===== config.mk =====
export PLATFORM = sky130hd
export DESIGN_NAME = dcs_spacing_tracker
export DESIGN_NICKNAME = d
export VERILOG_FILES = /design/src/shared/dcs_pkg.sv /design/src/logic/dcs_spacing_tracker.sv
export SDC_FILE = /design/constraint.sdc
export NUM_CORES = 1
export LEC_CHECK = 0
export ABC_AREA = 1
export BUFFER_PORTS_ARGS = -buffer_cell sky130_fd_sc_hd__buf_2
export CORE_ASPECT_RATIO = 0.75
export CORE_MARGIN = 4
export CORE_UTILIZATION = 61
export DETAILED_ROUTE_END_ITERATION = 8
export GPL_ROUTABILITY_DRIVEN = 0
export PLACE_DENSITY_LB_ADDON = 0.2
export SLEW_MARGIN = 20
export SYNTH_ARGS = -nofsm -noshare
export SYNTH_HDL_FRONTEND = slang
export SYNTH_SLANG_ARGS = --single-unit

===== constraint.sdc =====
create_clock -name i_clk -period 4.2 [get_ports i_clk]
set_clock_uncertainty 0.1 [all_clocks]
set_input_delay 0.21 -clock i_clk [delete_from_list [all_inputs] [get_ports i_clk]]
set_output_delay 0.21 -clock i_clk [all_outputs]
set_load 0.01 [all_outputs]

===== src/shared/dcs_pkg.sv =====
/*
  constants, encodings and types shared by the ddr2 command spacing tracker.
  assumes a single clock domain running at the counted clock rate.
*/
package dcs_pkg;

  // clock and nanosecond timing figures
  localparam int unsigned CLK_PERIOD_PS = 100000;   // 10 mhz counted clock
  localparam int unsigned TRP_PS        = 15000;    // precharge period, 15 ns

  // round a time up to whole counted clock cycles, never below one
  function automatic int unsigned dcs_ceil_cycles(input int unsigned t_ps);
    int unsigned n;
    n = (t_ps + CLK_PERIOD_PS - 1) / CLK_PERIOD_PS;
    return (n == 0) ? 1 : n;
  endfunction

  localparam int unsigned CNT_W = 4;
  localparam logic [CNT_W-1:0] TRP_CYC =
    CNT_W'(dcs_ceil_cycles(TRP_PS));
  // powerdown_exit_delay is given directly in counted clock cycles
  localparam logic [CNT_W-1:0] POWERDOWN_EXIT_DELAY = 4'h2;
  localparam logic [CNT_W-1:0] CNT_ONE  = 4'h1;
  localparam logic [CNT_W-1:0] CNT_ZERO = 4'h0;

  // pin widths
  localparam int unsigned BANKS  = 4;
  localparam int unsigned BA_W   = 2;
  localparam int unsigned ADDR_W = 14;

  // mode_config_word field positions
  localparam int unsigned MODE_STROBE_BIT = 10;   // 1 = single-ended strobe
  localparam int unsigned MODE_WR_LSB     = 9;
  localparam int unsigned MODE_WR_MSB     = 11;
  localparam int unsigned AUTO_PRE_BIT    = 10;   // a10: precharge all banks
  localparam logic [ADDR_W-1:0] MODE_RESET = 14'h0000;
  localparam logic [BA_W-1:0]   BA_MODE    = 2'h0;

  // command codes {cs_n, ras_n, cas_n, we_n}
  typedef enum logic [3:0] {
    DCS_CMD_MODE  = 4'h0,
    DCS_CMD_REF   = 4'h1,
    DCS_CMD_PRE   = 4'h2,
    DCS_CMD_ACT   = 4'h3,
    DCS_CMD_WRITE = 4'h4,
    DCS_CMD_READ  = 4'h5,
    DCS_CMD_NOP   = 4'h7
  } dcs_cmd_t;

  // power state, gray coded around the usual path
  typedef enum logic [1:0] {
    DCS_ST_ACTIVE   = 2'h0,
    DCS_ST_PRE_PD   = 2'h1,
    DCS_ST_ACT_PD   = 2'h3,
    DCS_ST_SELF_REF = 2'h2
  } dcs_state_t;

endpackage


===== src/logic/dcs_spacing_tracker.sv =====
/*
  device-side command spacing tracker for a ddr2 sdram: decodes commands,
  follows the power state, holds the mode_config_word and flags activates
  that arrive inside the device's guaranteed acceptance spacing.
  assumes the command pins arrive from outside and are resynchronised here;
  the controller keeps its own spacing obligations.
*/
`timescale 1ns/1ps
`default_nettype none
module dcs_spacing_tracker (
  input  wire logic                    i_clk,
  input  wire logic                    i_rst_n,
  input  wire logic                    i_cke,
  input  wire logic                    i_cs_n,
  input  wire logic                    i_ras_n,
  input  wire logic                    i_cas_n,
  input  wire logic                    i_we_n,
  input  wire logic [dcs_pkg::BA_W-1:0]   i_ba,
  input  wire logic [dcs_pkg::ADDR_W-1:0] i_addr,
  output logic [dcs_pkg::ADDR_W-1:0]      o_mode_config_word,
  output logic                            o_strobe_single_ended,
  output logic [2:0]                      o_write_recovery_clocks,
  output logic [1:0]                      o_power_state,
  output logic                            o_clk_change_ok,
  output logic                            o_act_ready,
  output logic                            o_spacing_violation
);
  import dcs_pkg::*;

  // timing of the pins, as this block sees them:
  //  - every pin passes two flops before decode reads it
  //  - a command sampled at edge e is decoded at e+2
  //  - cke stage two and its delayed copy decide the power edges
  //  - a command counts only if cke was high on both of those samples
  //
  // power state handling:
  //  - cke falling with refresh on the pins enters self refresh
  //  - cke falling with every bank closed enters precharge power-down
  //  - cke falling with a bank open enters active power-down
  //  - cke rising from any low-power state returns to active
  //  - the exit edge loads the exit counter, so an activate one edge
  //    later is flagged and one two edges later is taken
  //
  // why violations are flagged rather than blocked:
  //  - a real device cannot push back on its controller, so the
  //    best it can do is report the command that came too early
  //  - a refused activate leaves the bank map unchanged, which keeps the
  //    bank map honest for later commands
  //
  // counter behaviour:
  //  - every counter counts clock edges, never elapsed time, so a
  //    jittery clock still gives the controller its full count
  //  - precharge loads the rounded precharge count minus one, since
  //    the load edge itself is the first counted edge
  //  - counters stop at zero and are never reloaded by a refused
  //    command
  //
  // limitations:
  //  - reads and writes are not tracked; their spacing stays with the
  //    controller
  //  - write recovery is passed out raw from the mode word, with no
  //    offset applied
  //  - a clock frequency change is only reported as allowed, not
  //    detected

  typedef struct packed {
    logic                         cke_s1;
    logic                         cke_s2;
    logic                         cke_prev;
    logic [3:0]                   cmd_s1;
    logic [3:0]                   cmd_s2;
    logic [BA_W-1:0]              ba_s1;
    logic [BA_W-1:0]              ba_s2;
    logic [ADDR_W-1:0]            addr_s1;
    logic [ADDR_W-1:0]            addr_s2;
    dcs_state_t                   pstate;
    logic [ADDR_W-1:0]            mode;
    logic [BANKS-1:0]             open;
    logic [BANKS-1:0][CNT_W-1:0]  rp_cnt;
    logic [CNT_W-1:0]             xp_cnt;
    logic                         viol;
  } dcs_reg_t;

  dcs_reg_t st_q;
  dcs_reg_t st_d;

  // next-state logic for the whole block
  always_comb begin
    logic       cmd_valid;
    logic       cke_fall;
    logic       cke_rise;
    dcs_cmd_t   cmd;
    logic [BA_W-1:0] bank;
    cmd_valid = 1'b0;
    cke_fall  = 1'b0;
    cke_rise  = 1'b0;
    cmd       = DCS_CMD_NOP;
    bank      = st_q.ba_s2;
    st_d      = st_q;

    // two-stage resynchronisers; only stage two is read by logic
    st_d.cke_s1   = i_cke;
    st_d.cke_s2   = st_q.cke_s1;
    st_d.cmd_s1   = {i_cs_n, i_ras_n, i_cas_n, i_we_n};
    st_d.cmd_s2   = st_q.cmd_s1;
    st_d.ba_s1    = i_ba;
    st_d.ba_s2    = st_q.ba_s1;
    st_d.addr_s1  = i_addr;
    st_d.addr_s2  = st_q.addr_s1;
    st_d.cke_prev = st_q.cke_s2;
    st_d.viol     = 1'b0;

    cmd       = dcs_cmd_t'(st_q.cmd_s2);
    cmd_valid = st_q.cke_prev & st_q.cke_s2;
    cke_fall  = st_q.cke_prev & ~st_q.cke_s2;
    cke_rise  = ~st_q.cke_prev & st_q.cke_s2;

    // counters drop by one on every clock edge, not by elapsed time
    for (int b = 0; b < BANKS; b++) begin
      if (st_q.rp_cnt[b] != CNT_ZERO) begin
        st_d.rp_cnt[b] = st_q.rp_cnt[b] - CNT_ONE;
      end
    end
    if (st_q.xp_cnt != CNT_ZERO) begin
      st_d.xp_cnt = st_q.xp_cnt - CNT_ONE;
    end

    // power state follows cke edges; refresh with cke low means self refresh
    case (st_q.pstate)
      DCS_ST_ACTIVE: begin
        if (cke_fall) begin
          if (cmd == DCS_CMD_REF && st_q.cmd_s2[3] == 1'b0) begin
            st_d.pstate = DCS_ST_SELF_REF;
          end else if (st_q.open == '0) begin
            st_d.pstate = DCS_ST_PRE_PD;
          end else begin
            st_d.pstate = DCS_ST_ACT_PD;
          end
        end
      end
      DCS_ST_PRE_PD, DCS_ST_ACT_PD, DCS_ST_SELF_REF: begin
        if (cke_rise) begin
          st_d.pstate = DCS_ST_ACTIVE;
          // exit registered at tm, activate allowed at tm+2
          st_d.xp_cnt = POWERDOWN_EXIT_DELAY - CNT_ONE;
        end
      end
      default: begin
        st_d.pstate = DCS_ST_ACTIVE;
      end
    endcase

    // command decode while cke has been high on both edges
    if (cmd_valid && st_q.pstate == DCS_ST_ACTIVE) begin
      case (cmd)
        DCS_CMD_MODE: begin
          if (st_q.ba_s2 == BA_MODE) begin
            st_d.mode = st_q.addr_s2;
          end
        end
        DCS_CMD_PRE: begin
          for (int b = 0; b < BANKS; b++) begin
            if (st_q.addr_s2[AUTO_PRE_BIT] || bank == BA_W'(b)) begin
              st_d.open[b] = 1'b0;
              // spacing in whole cycles, rounded up from nanoseconds
              st_d.rp_cnt[b] = TRP_CYC - CNT_ONE;
            end
          end
        end
        DCS_CMD_ACT: begin
          // an activate inside an accepted spacing is flagged, not obeyed
          if (st_q.xp_cnt != CNT_ZERO ||
              st_q.rp_cnt[bank] != CNT_ZERO ||
              st_q.open[bank]) begin
            st_d.viol = 1'b1;
          end else begin
            st_d.open[bank] = 1'b1;
          end
        end
        default: begin
          st_d.viol = 1'b0;
        end
      endcase
    end

    // synchronous active-low reset to constants only
    if (!i_rst_n) begin
      st_d        = '0;
      st_d.pstate = DCS_ST_ACTIVE;
      st_d.mode   = MODE_RESET;
    end
  end

  // single register bank for all state
  always_ff @(posedge i_clk) begin
    st_q <= st_d;
  end

  // outputs from flops, through decode only for the ready and clock-change flags
  assign o_mode_config_word      = st_q.mode;
  assign o_strobe_single_ended   = st_q.mode[MODE_STROBE_BIT];
  assign o_write_recovery_clocks = st_q.mode[MODE_WR_MSB:MODE_WR_LSB];
  assign o_power_state           = st_q.pstate;
  // frequency change only in self refresh or precharge power-down
  assign o_clk_change_ok = (st_q.pstate == DCS_ST_SELF_REF) ||
                           (st_q.pstate == DCS_ST_PRE_PD);
  assign o_act_ready         = (st_q.pstate == DCS_ST_ACTIVE) &&
                               (st_q.xp_cnt == CNT_ZERO);
  assign o_spacing_violation = st_q.viol;

endmodule
`default_nettype wire


After elaboration in Yosys (flattened, before gate mapping)
Cells that the tools add are included.
{"block": "word_totals", "output_inout_bits": 23, "in_bits": 23, "register_bits": 84}
{"block": "classes", "n_reduce_logical": 31, "n_lt_le_gt_ge": 2, "n_bitwise": 7, "n_eq_ne": 16, "mux": 31, "n_addsub": 5}
{"op": "two-way mux 4 bit", "n": 13}
{"op": "two-way mux 16 bit", "n": 2}
{"op": "nonzero test 4 bit", "n": 6}
{"op": "subtractor 4 x 1 -> 4 bit (second input constant)", "n": 5}
{"op": "AND reduction 4 bit", "n": 4}
{"op": "inequality test 2 bit (second input constant)", "n": 7}
{"op": "zero test 4 bit", "n": 3}
{"op": "binary-select mux 4 bit (select 2 bit)", "n": 1}
{"op": "equality test 2 bit (second input constant)", "n": 4}
{"op": "equality test 4 x 2 -> 1 bit (second input constant)", "n": 2}
{"op": "two-way mux 2 bit", "n": 4}
{"op": "one-hot mux 4 bit (2 select lines)", "n": 1}
{"op": "logical OR 1 bit", "n": 7}
{"op": "two-way mux 1 bit", "n": 7}
{"op": "AND reduction 3 bit", "n": 2}
{"op": "equality test 2 x 1 -> 1 bit (second input constant)", "n": 2}
{"op": "equality test 4 x 1 -> 1 bit (second input constant)", "n": 1}
{"op": "logical AND 1 bit", "n": 4}
{"op": "zero test 2 bit", "n": 2}
{"op": "bitwise OR 4 bit", "n": 1}
{"op": "one-hot mux 2 bit (2 select lines)", "n": 1}
{"op": "bitwise AND 1 bit", "n": 3}
{"op": "< comparator 2 x 3 -> 1 bit (second input constant)", "n": 1}
{"op": "inverter 1 bit", "n": 3}
{"op": "6 further kinds", "n": 6}

Longest topological paths before layout
Gate-level depths: netlist (run 1).
{"block": "depth", "word_depth": 7, "mapped_depth": 12}

Worst setup path before layout (run 1)
Ideal clock, no wire load.
{"block": "synth_timing", "kind": "register to register", "start": "register st_q (netlist bit o_power_state[0])", "end": "register st_q (netlist bit o_mode_config_word[4])", "path_buffers": 1, "path_stages_with_launch": 9, "slack_ns": 2.599, "arrival_time_ns": 1.381, "period_less_slack_ns": 1.601, "path_cell_list": "dfxtp_1 inv_1 ha_1 nand2_2 nor2_8 inv_2 nor3_4 buf_4 a21oi_1"}
{"block": "synth_between", "elab_chain_len": 3}
{"item": "start, declared", "line_no": "dcs_spacing_tracker.sv:84", "rtl": "dcs_reg_t st_q;"}
{"item": "start signal, assigned", "line_no": "dcs_spacing_tracker.sv:196", "rtl": "st_q <= st_d;"}
{"item": "zero test 2 bit", "line_no": "dcs_spacing_tracker.sv:154", "rtl": "if (cmd_valid && st_q.pstate == DCS_ST_ACTIVE) begin"}
{"item": "logical AND 1 bit", "line_no": "dcs_spacing_tracker.sv:154"}
{"item": "AND reduction 3 bit (no line)"}
No other way between the ends.
A chain may end at the register's enable or synchronous reset.

Worst setup path after layout (run 1)
{"block": "layout_timing", "start": "register st_q (netlist bit o_power_state[0])", "end": "register st_q (netlist bit o_mode_config_word[2])"}
The elaborated chain is that of the path after synthesis.

==> results of run 1 <==
-- state kept, by name, summed over array words and instances (netlist names) --
register and cells:
st_q 67, o_mode_config_word 14, o_power_state 2, o_spacing_violation 1
-- power by group through the flow --
stage	sequential, W	combinational (W)	clock, W
2_1_floorplan	0.000863	0.000117	0
3_3_place_gp	0.000866	0.000146	0
3_5_place_dp	0.000867	0.000152	0
4_1_cts	0.000848	0.000168	0.000519
5_1_grt	0.000852	0.000192	0.000554
6_report	0.000848	0.000167	0.000505
-- final cells by class --
| class | count | area share |
|---|---|---|
| inverters | 102 | 0.09776 |
| flip-flops and latches | 84 | 0.4294 |
| repair buffers | 67 | 0.1131 |
| well taps | 75 | 0.02396 |
| multi-input cells | 228 | 0.2904 |
| clock buffers | 10 | 0.03514 |
| clock inverters | 6 | 0.01022 |
-- worst paths after layout --
kind	startpoint	to	slack [ns]	cells after the start
worst min-delay path	i_rst_n	st_q[49]$_SDFF_PN0_	0.23	3
worst max-delay path	o_power_state[0]$_SDFFE_PN0P_	o_mode_config_word[2]$_SDFFE_PN0P_	1.94	8
worst max register to register	o_power_state[0]$_SDFFE_PN0P_	o_mode_config_word[2]$_SDFFE_PN0P_	1.94	8
worst min register to register	st_q[77]$_SDFF_PN0_	st_q[73]$_SDFF_PN0_	0.31	2
-- stage by stage --
step	total power (W)	cell area (µm²)
after floorplan	0.0009795	3396
after global placement	0.001012	3528
after detailed placement	0.001019	3528
after CTS	0.001535	3916
after global routing	0.001598	3916
final	0.001520	3916
-- routing by layer --
metal	track usage	share of wire
met5	0	0
met1	0.2169	0.46
met4	0.07212	0.014
met3	0.05361	0.044
met2	0.3443	0.49
-- Yosys cell counts, drive strengths merged --
cell type	count	share of area
nand4	5	0.0092
inv	102	0.11
nor2	44	0.053
nand3	15	0.022
dfxtp	84	0.50
clkbuf	5	0.0055
buf	24	0.052
o211ai	1	0.0022
a211oi	1	0.0022
o21ai	28	0.041
xor2	6	0.015
o31ai	1	0.0022
nand2	87	0.098
a21oi	23	0.039
xnor2	6	0.015
nor3	3	0.0077
ha	6	0.022
o21a	2	0.0044
-- kinds of logic (layout without fill, tap and decap cells) --
group | Yosys count | count (layout) | synth area share
xor gates and xnor gates | 12 | 12 | 0.03095
DFF | 84 | 84 | 0.4952
and+or+nand+nor | 154 | 154 | 0.1901
AOI/OAI and AO/OA | 56 | 56 | 0.09175
adders and majority gates | 6 | 6 | 0.02211
buffers and inverters | 131 | 185 | 0.1699
-- worst min-delay path, cell delays in order --
cell     delay (ns)
buf_2          0.28
nand2_1        0.12
inv_1          0.03
-- cell usage in the layout, fill, tap and decap left out --
master / count
inv_1: 100
nand2_1: 85
dfxtp_1: 84
buf_2: 45
nor2_1: 43
o21ai_0: 22
dlygate4sd3_1: 21
a21oi_1: 18
nand3_1: 15
clkbuf_8: 10
xnor2_1: 6
xor2_1: 6
o21ai_1: 6
ha_1: 6
nand4_1: 5
a21oi_2: 5
clkinv_2: 3
inv_2: 2
nand2_2: 2
o21a_1: 2
nor3_1: 2
clkinv_4: 2
nor2_8: 1
o211ai_1: 1
nor3_4: 1
o31ai_1: 1
a211oi_1: 1
clkinvlp_4: 1
buf_4: 1
==> metrics.md, run 1 <==
| Metric | Value |
|---|---|
| Core Footprint | `5353 µm²` |
| Leakage | `2.175 nW` |
| Register area share after synthesis | `0.4952` |
| Clock root buffer master | `clkbuf_8` |
| Hold buffers post-CTS | `21` |
| First-pass GRT wire length | `10,220 µm` |
| Skew-Pair Late Insertion Delay | `0.35 ns` |
| Drt via density | `approximately 4.5` |
| Vias in the first global route | `approximately 2,500` |
| Layout cell share with drive strength beyond 1 | `0.1469` |
| Final cell count without fillers | `572` |
| Post-Syn Nets | `approximately 470` |
| GRT Util Overall | `0.1914` |
| Die width | `94.16 µm` |
| Final hold violations | `0` |
| Fillers | `413` |
| Worst-margin pin slew | `0.9983 ns` |
| Routed wire length | `5874 µm` |
| Number of DRC markers in iteration 0 | `164` |
| Req. time, crit path | `4.38 ns` |
| VDD IR max | `330.6 µV` |
| Pin count of the biggest net entering global routing | `40` |
| DRT Pass-1 Iters | `4` |
| Min cycle time layout | `2.262 ns` |
| Setup violations, final | `0` |
| Min-delay worst type | `input pin to flip-flop` |
| Synth Cell Area | `3396 µm²` |
| N_diodes | `0` |
| Io pins | `46` |
| Result of the run | `completed` |
| Dpl cells | `535` |
| Crit-path max FO | `28` |
| Antenna-violating nets left | `0` |
| Setup Fix Bufs, Post-CTS | `0` |
| #FFs+latches synth | `between 80 and 90` |
| Die Height | `between 70 and 80 µm` |
| Power per cell area | `between 300 and 400 nW/µm²` |
| Post-route setup slack | `around 1.9 ns` |
| Comb pwr share | `0.110` |
| Fmax | `442.1 MHz` |
| Num CTS Buffers | `9` |
| Starting Density | `0.6344` |
| Hold WS | `around 0.23 ns` |
| Critical path, cell by cell | `inv_1 > ha_1 > nand2_2 > nor2_8 > inv_2 > nor3_4 > o21ai_0 > a21oi_1` |
| Clock Path Buffers | `2` |
| Sw Ratio | `0.2531` |
| DP Worst Slack | `between 1.5 and 2 ns` |
| Syn avg cell area | `7.665 µm²` |
| Critical path endpoint category | `flip-flop` |
| GR Overflow Total | `0` |
| Crit path max-delay cell type | `nor3_4` |
| Via count | `2,573` |
| H-tree level count | `3` |
| Synth unique cells | `27` |
| Critical path class | `flip-flop to flip-flop` |
| Sequential power share | `0.558` |
| Crit path arrival time | `2.45 ns` |
| CP Buf/Inv Count | `2` |
| Slew HR | `0.3323` |
| I/O Buffers | `45` |
| RSZ-0062 raised after global routing | `no` |
| Final setup TNS | `0 ns` |
| CTS tree | `done` |
| Area Overhead vs Synth | `15.33%` |
| Clock Pin Slew Worst Setup and Hold Paths | `0.08 ns` |
| Avg WL per Cell | `between 10 and 15 µm` |
| Area occupied by multi-input gates | `1137 µm²` |
| Max-cap violations | `0` |
| Die ar. | `6837 µm²` |
| Mapped Cells | `443` |
| Setup crit start kind | `flip-flop` |
| Slew Limit Fails | `0` |
| Max stage delay on crit path | `0.81 ns` |
| Dpl hpwl | `3977 µm` |
| Ys Warns | `0` |
| # DRC | `0` |
| Final nets | `between 500 and 600` |
| Switch Pwr | `0.0003848 W` |
| Initial antenna violation count | `0` |
| Clock sinks | `84` |
| Internal | `0.001136 W` |
| Period utilization | `0.5386` |
| Register area | `1682 µm²` |
| CP top delay family | `simple AND/OR/NAND/NOR gates` |
| Rows | `23` |
| Resize count post-CTS | `0` |
| Clock Power Share | `0.332` |
| End-of-flow core utilization | `0.7317` |
Note: power is estimated with default switching activity, not from simulation.
==> run 2, diff against run 1 <==
Settings changed: CORE_UTILIZATION 61 to 56.
Clock period 4.2 ns to 2.2 ns, I/O delays scaled along.
==> run 2 against run 1 <==
Compared with the run above: via count fell by 1.4%; combinational power rose by 90%; largest power group unchanged; first-iteration DRC count rose by 23%; total power rose by 96%; sequential cell count did not move; sequential share of layout area fell by 0.34 points; worst setup slack got worse by 1.5 ns.
==> metrics.md, run 2 (synthesis results as in run 1) <==
| Metric | Value |
|---|---|
| Result of the run | `completed` |
| Slew Limit Fails | `0` |
| Die ar. | `7387 µm²` |
| Rows | `24` |
| Clock Pin Slew Worst Setup and Hold Paths | `around 0.080 ns` |
| VDD IR max | `~550 µV` |
| DR top layer | `met4` |
| Max stage delay on crit path | `about 0.33 ns` |
| Setup crit start kind | `flip-flop` |
| Power per cell area | `between 700 and 800 nW/µm²` |
| Hold Path Stages | `3` |
| Crit path max-delay cell type | `dfxtp_1` |
| Min-delay worst type | `input pin to flip-flop` |
| Antenna-violating nets left | `0` |
| Io pins | `46` |
| End-of-flow core utilization | `0.6741` |
| Internal | `0.002255 W` |
| Initial antenna violation count | `0` |
| Crit path depth | `9` |
| Final nets | `523` |
| Layout cell share with drive strength beyond 1 | `0.1466` |
| Req. time, crit path | `2.38 ns` |
| Area Overhead vs Synth | `16.25%` |
| Commonest non-fill, non-tap cells in the layout | `inv_1, nand2_1, dfxtp_1` |
| GR Overflow Total | `0` |
| Sw Ratio | `0.2447` |
| Fillers | `489` |
| Clock Power Share | `0.351` |
| N_diodes | `0` |
| Vias in the first global route | `between 2,000 and 2,500` |
| Pin count of the biggest net entering global routing | `44` |
| Final hold violations | `0` |
| DRT Pass-1 Iters | `4` |
| Critical path, cell by cell | `inv_1 > ha_1 > nand2_2 > nor2_8 > inv_2 > nor3_4 > buf_4 > o21ai_0 > a21oi_1` |
| Drt via density | `4.405` |
| Max reg flops | `67` |
| Dpl hpwl | `3957 µm` |
| Via count | `approximately 2,500` |
| Setup Fix Bufs, Post-CTS | `0` |
| H-tree level count | `3` |
| Switch Pwr | `0.0007303 W` |
| Number of DRC markers in iteration 0 | `around 200` |
| CP Buf/Inv Count | `3` |
| Worst-case reg-to-reg path depth | `9` |
| DP Worst Slack | `0.4226 ns` |
| Routed wire length | `5770 µm` |
| CTS tree | `done` |
| Max-cap violations | `0` |
| Crit-path max FO | `28` |
| Avg WL per Cell | `between 10 and 15 µm` |
| Num CTS Buffers | `9` |
| Die width | `97.92 µm` |
| Sequential power share | `0.542` |
| RSZ-0062 raised after global routing | `no` |
| Post-route setup slack | `0.4038 ns` |
| Starting Density | `0.5799` |
| Biggest register | `st_q` |
| DRT met1 WL | `2874 µm` |
| Die Height | `75.44 µm` |
| Core Footprint | `about 5900 µm²` |
| Met2 wire length | `2508 µm` |
| Slew HR | `0.7394` |
| Critical path endpoint category | `flip-flop` |
| Crit path arrival time | `just under 2 ns` |
| Critical path class | `flip-flop to flip-flop` |
| Wire length on met3 | `326 µm` |
| CP top delay family | `buffers and inverters` |
| GRT Util Overall | `0.1692` |
| Min cycle time layout | `1.796 ns` |
| Clock sinks | `84` |
| Comb pwr share | `0.107` |
| Leakage | `2.182 nW` |
| Most common library cell in the layout ignoring fill and taps | `inv_1` |
| Final setup TNS | `0 ns` |
| Fmax | `556.7 MHz` |
| Setup violations, final | `0` |
| Clock Path Buffers | `2` |
| # DRC | `0` |
| Period utilization | `0.8165` |
| Skew-Pair Late Insertion Delay | `0.34 ns` |
| First-pass GRT wire length | `9936 µm` |
| Clock root buffer master | `clkbuf_8` |
| Worst-margin pin slew | `0.3909 ns` |
| I/O Buffers | `45` |
[run 2: cell types whose count changed in the layout (fill, tap and decap cells not counted), sizes merged]
cell and change:
clkinv -4, buf +2, bufinv +1, clkinvlp +1, inv +1
[run 2: worst register-to-register path: stages (launching register included)]
cell and delay [ns]:
dfxtp_1 0.33, inv_1 0.06, ha_1 0.18, nand2_2 0.11, nor2_8 0.16, inv_2 0.07
nor3_4 0.14, buf_4 0.31, o21ai_0 0.15, a21oi_1 0.13
[run 2: per-layer routing]
layer,track usage,vias up
met5,0,-
met4,0.07220,0
met3,0.05306,9
met2,0.2858,57
met1,0.2046,1065
li1,-,1406
[run 2: worst paths after layout]
kind / end / from / slack, ns
min reg2reg: st_q[50]$_SDFF_PN0_ / st_q[64]$_SDFF_PN0_ / 0.31
max: o_mode_config_word[0]$_SDFFE_PN0P_ / o_power_state[0]$_SDFFE_PN0P_ / 0.40
min: st_q[81]$_SDFF_PN0_ / i_rst_n / 0.04
max reg2reg: o_mode_config_word[0]$_SDFFE_PN0P_ / o_power_state[0]$_SDFFE_PN0P_ / 0.40
[run 2: repair_timing]
action                    4_1_cts  5_1_grt
resized for setup               0        0
hold buffers                   21        0
hold endpoints to repair       21        0
[run 2: area by class of cell]
cell class / instances / area [µm²] / share of cell area
Tap cell: 78 / 97.59 / 0.02472
Timing Repair Buffer: 69 / 457.9 / 0.1160
Clock buffer: 10 / 127.6 / 0.03233
Sequential cell: 84 / 1682 / 0.4260
Multi-Input combinational cell: 228 / 1137 / 0.2881
Inverter: 102 / 382.9 / 0.09699
Clock inverter: 5 / 62.56 / 0.01585
[run 2: power groups by stage]
stage	sequential (W)	clock [W]	combinational (W)
final	0.00162	0.00105	0.000318
after detailed placement	0.00165	0	0.000289
after global placement	0.00165	0	0.000281
after floorplan	0.00165	0	0.000223
after CTS	0.00162	0.00108	0.000319
after global routing	0.00163	0.00114	0.000368
[run 2: through the flow]
stage / total power (W) / instance area (µm²) / hold slack (ns) / std cells
after floorplan: 0.001870 / 3396 / 0.1076 / 443
after global placement: 0.001935 / 3547 / 0.1906 / 540
after detailed placement: 0.001944 / 3547 / 0.1932 / 540
after CTS: 0.003013 / 3948 / 0.01717 / 576
after global routing: 0.003137 / 3948 / 0.03278 / 576
final: 0.002985 / 3948 / 0.03764 / 576
==> run 3, diff against run 2 <==
Clock period 2.2 ns to 1.71 ns, I/O delays scaled along.
==> run 3 against run 2 <==
Compared with the run above: non-clock buffer count up 11; fmax is 7.5% higher; critical path depth increased by 1; critical endpoint is now o_mode_config_word[5]$_SDFFE_PN0P_.
==> metrics.md, run 3 (synthesis results as in run 1) <==
| Metric | Value |
|---|---|
| Setup violations, final | `0` |
| Met1 GRT Util | `0.2195` |
| Dpl hpwl | `4175 µm` |
| Clock Power Share | `0.369` |
| Sequential power share | `0.514` |
| GR Layer Usage met2 | `0.2903` |
| Final hold violations | `0` |
| CP Launch Point | `o_power_state[1]$_SDFFE_PN0P_` |
| Post-DP Area | `3580 µm²` |
| RR Startpoint | `o_power_state[1]$_SDFFE_PN0P_` |
| Starting Density | `0.5799` |
| Comb pwr share | `0.117` |
| First-pass GRT wire length | `10,350 µm` |
| DP Worst Slack | `0.04376 ns` |
| Clock Pin Slew Worst Setup and Hold Paths | `0.09 ns` |
| Post-route setup slack | `0.03837 ns` |
| Area Overhead vs Synth | `22.66%` |
| GRT Util Overall | `0.1763` |
| Worst-margin pin slew | `0.3052 ns` |
| Setup crit end | `o_mode_config_word[5]$_SDFFE_PN0P_` |
| Clock Path Buffers | `2` |
| Final cell count without fillers | `589` |
| Die ar. | `~7400 µm²` |
| Avg WL per Cell | `approximately 11 µm` |
| Min-delay worst type | `flip-flop to flip-flop` |
| Req. time, crit path | `1.89 ns` |
| Die width | `97.92 µm` |
| Critical path endpoint category | `flip-flop` |
| Drt via density | `4.596` |
| Switch Pwr | `0.001044 W` |
| GR Overflow Total | `0` |
| Critical R2R Capture | `o_mode_config_word[5]$_SDFFE_PN0P_` |
| VDD IR max | `603.4 µV` |
| Crit-path max FO | `7` |
| R2R Setup Slk | `0.04 ns` |
| Biggest register | `st_q` |
| Number of DRC markers in iteration 0 | `between 150 and 200` |
| Slew HR | `0.7944` |
| Min cycle time layout | `1.672 ns` |
| Max reg flops | `between 60 and 70` |
| Slew Limit Fails | `0` |
| Clock sinks | `between 80 and 90` |
| Vias in the first global route | `2,388` |
| Skew-Pair Late Insertion Delay | `0.35 ns` |
| Result of the run | `completed` |
| # DRC | `0` |
| Sw Ratio | `0.2575` |
| Critical path class | `flip-flop to flip-flop` |
| Power per cell area | `973.8 nW/µm²` |
| Design area | `4165 µm²` |
| DRT Pass-1 Iters | `4` |
| Io pins | `46` |
| Leakage | `2.289 nW` |
| Pin count of the biggest net entering global routing | `45` |
| Die Height | `75.44 µm` |
| Period utilization | `0.9776` |
| Fillers | `approximately 470` |
| Crit path arrival time | `1.85 ns` |
| Routed wire length | `6349 µm` |
| Final nets | `535` |
| Most common library cell in the layout ignoring fill and taps | `inv_1` |
| CTS tree | `done` |
| Internal | `0.003012 W` |
| Gr busiest metal | `met2` |
| Layout cell share with drive strength beyond 1 | `0.1820` |
| Crit path max-delay cell type | `dfxtp_2` |
| H-tree level count | `3` |
| Clock root buffer master | `clkbuf_8` |
| Max stage delay on crit path | `0.34 ns` |
| Fmax | `598.2 MHz` |
| Total power | `0.004056 W` |
| Via count | `approximately 2,700` |
| Core Footprint | `5856 µm²` |
| Rows | `24` |
| Hold WS | `0.3178 ns` |
| Num CTS Buffers | `9` |
| Critical path, cell by cell | `inv_1 > ha_4 > nand2_4 > nor2_8 > inv_2 > nor3_4 > buf_6 > clkbuf_16 > o21ai_0 > a21oi_1` |
| N_diodes | `0` |
| Max-cap violations | `0` |
| Commonest non-fill, non-tap cells in the layout | `inv_1, nand2_1, dfxtp_1` |
| Met3 Use GR | `0.05764` |
| Worst-case reg-to-reg path depth | `10` |
| I/O Buffers | `45` |
| Setup crit start kind | `flip-flop` |
| Antenna-violating nets left | `0` |
| Dpl cells | `541` |
| Initial antenna violation count | `0` |
## run 3: cell count changes in the layout (fill, tap and decap cells not counted), sizes merged
cell	delta
buf	+8
inv	+4
dlygate4sd3	+1
clkinv	-1
nand2	+1
clkinvlp	-2
clkbuf	+2
## run 3: per-stage QoR
step	setup TNS (ns)	util
final	0	0.7113
after global routing	-0.1495	0.7113
after CTS	0	0.6855
after detailed placement	0	0.6113
after global placement	0	0.6113
after floorplan	0	-
## run 3: worst min path at each step
stage          slack [ns]  cells after the start           startpoint             endpoint
5_1_grt              0.33                      2  st_q[71]$_SDFF_PN0_  st_q[69]$_SDFF_PN0_
2_1_floorplan        0.08                      2            i_addr[0]  st_q[55]$_SDFF_PN0_
3_5_place_dp         0.17                      3              i_ba[0]  st_q[71]$_SDFF_PN0_
4_1_cts              0.32                      4              i_ba[0]  st_q[71]$_SDFF_PN0_
6_report             0.32                      2  st_q[71]$_SDFF_PN0_  st_q[69]$_SDFF_PN0_
3_3_place_gp         0.17                      3              i_cas_n  st_q[78]$_SDFF_PN0_
## run 3: worst max-delay path: cells and delay by family (launching register included)
kind                     cells  cell delay [ns]
AO/OA/AOI/OAI                2             0.19
adder cells (fa/ha/maj)      1             0.16
buffers and inverters        4             0.44
flip-flops                   1             0.34
AND/OR/NAND/NOR              3             0.38
## run 3: routing by layer
metal | routed length, µm | part of all wire | vias to the layer above
met5 | 0 | 0 | -
li1 | - | - | 1436
met1 | 2961 | 0.47 | 1183
met2 | 2887 | 0.45 | 74
met4 | 92 | 0.014 | 0
met3 | 409 | 0.064 | 14
## run 3: layout make-up
class,count,area (µm²),share of cell area
sequential,84,1684,0.4043
multi-input combinational,229,1176,0.2824
timing repair buffer,80,610.6,0.1466
inverter,102,382.9,0.09192
clock buffer,10,137.6,0.03304
tap,78,97.59,0.02343
clock inverter,6,76.32,0.01832
## run 3: repair_timing
action	4_1_cts	5_1_grt
hold buffers	22	0
endpoints found under the setup margin	0	24
resized for setup	0	13
setup buffers	0	7
hold endpoints to repair	26	0
## run 3: power groups by stage
| stage | combinational (W) | sequential, W | clock, W |
|---|---|---|---|
| after CTS | 0.000440 | 0.00208 | 0.00154 |
| after detailed placement | 0.000401 | 0.00213 | 0 |
| after global placement | 0.000391 | 0.00213 | 0 |
| after global routing | 0.000533 | 0.00210 | 0.00163 |
| after floorplan | 0.000287 | 0.00212 | 0 |
| final | 0.000474 | 0.00209 | 0.00150 |
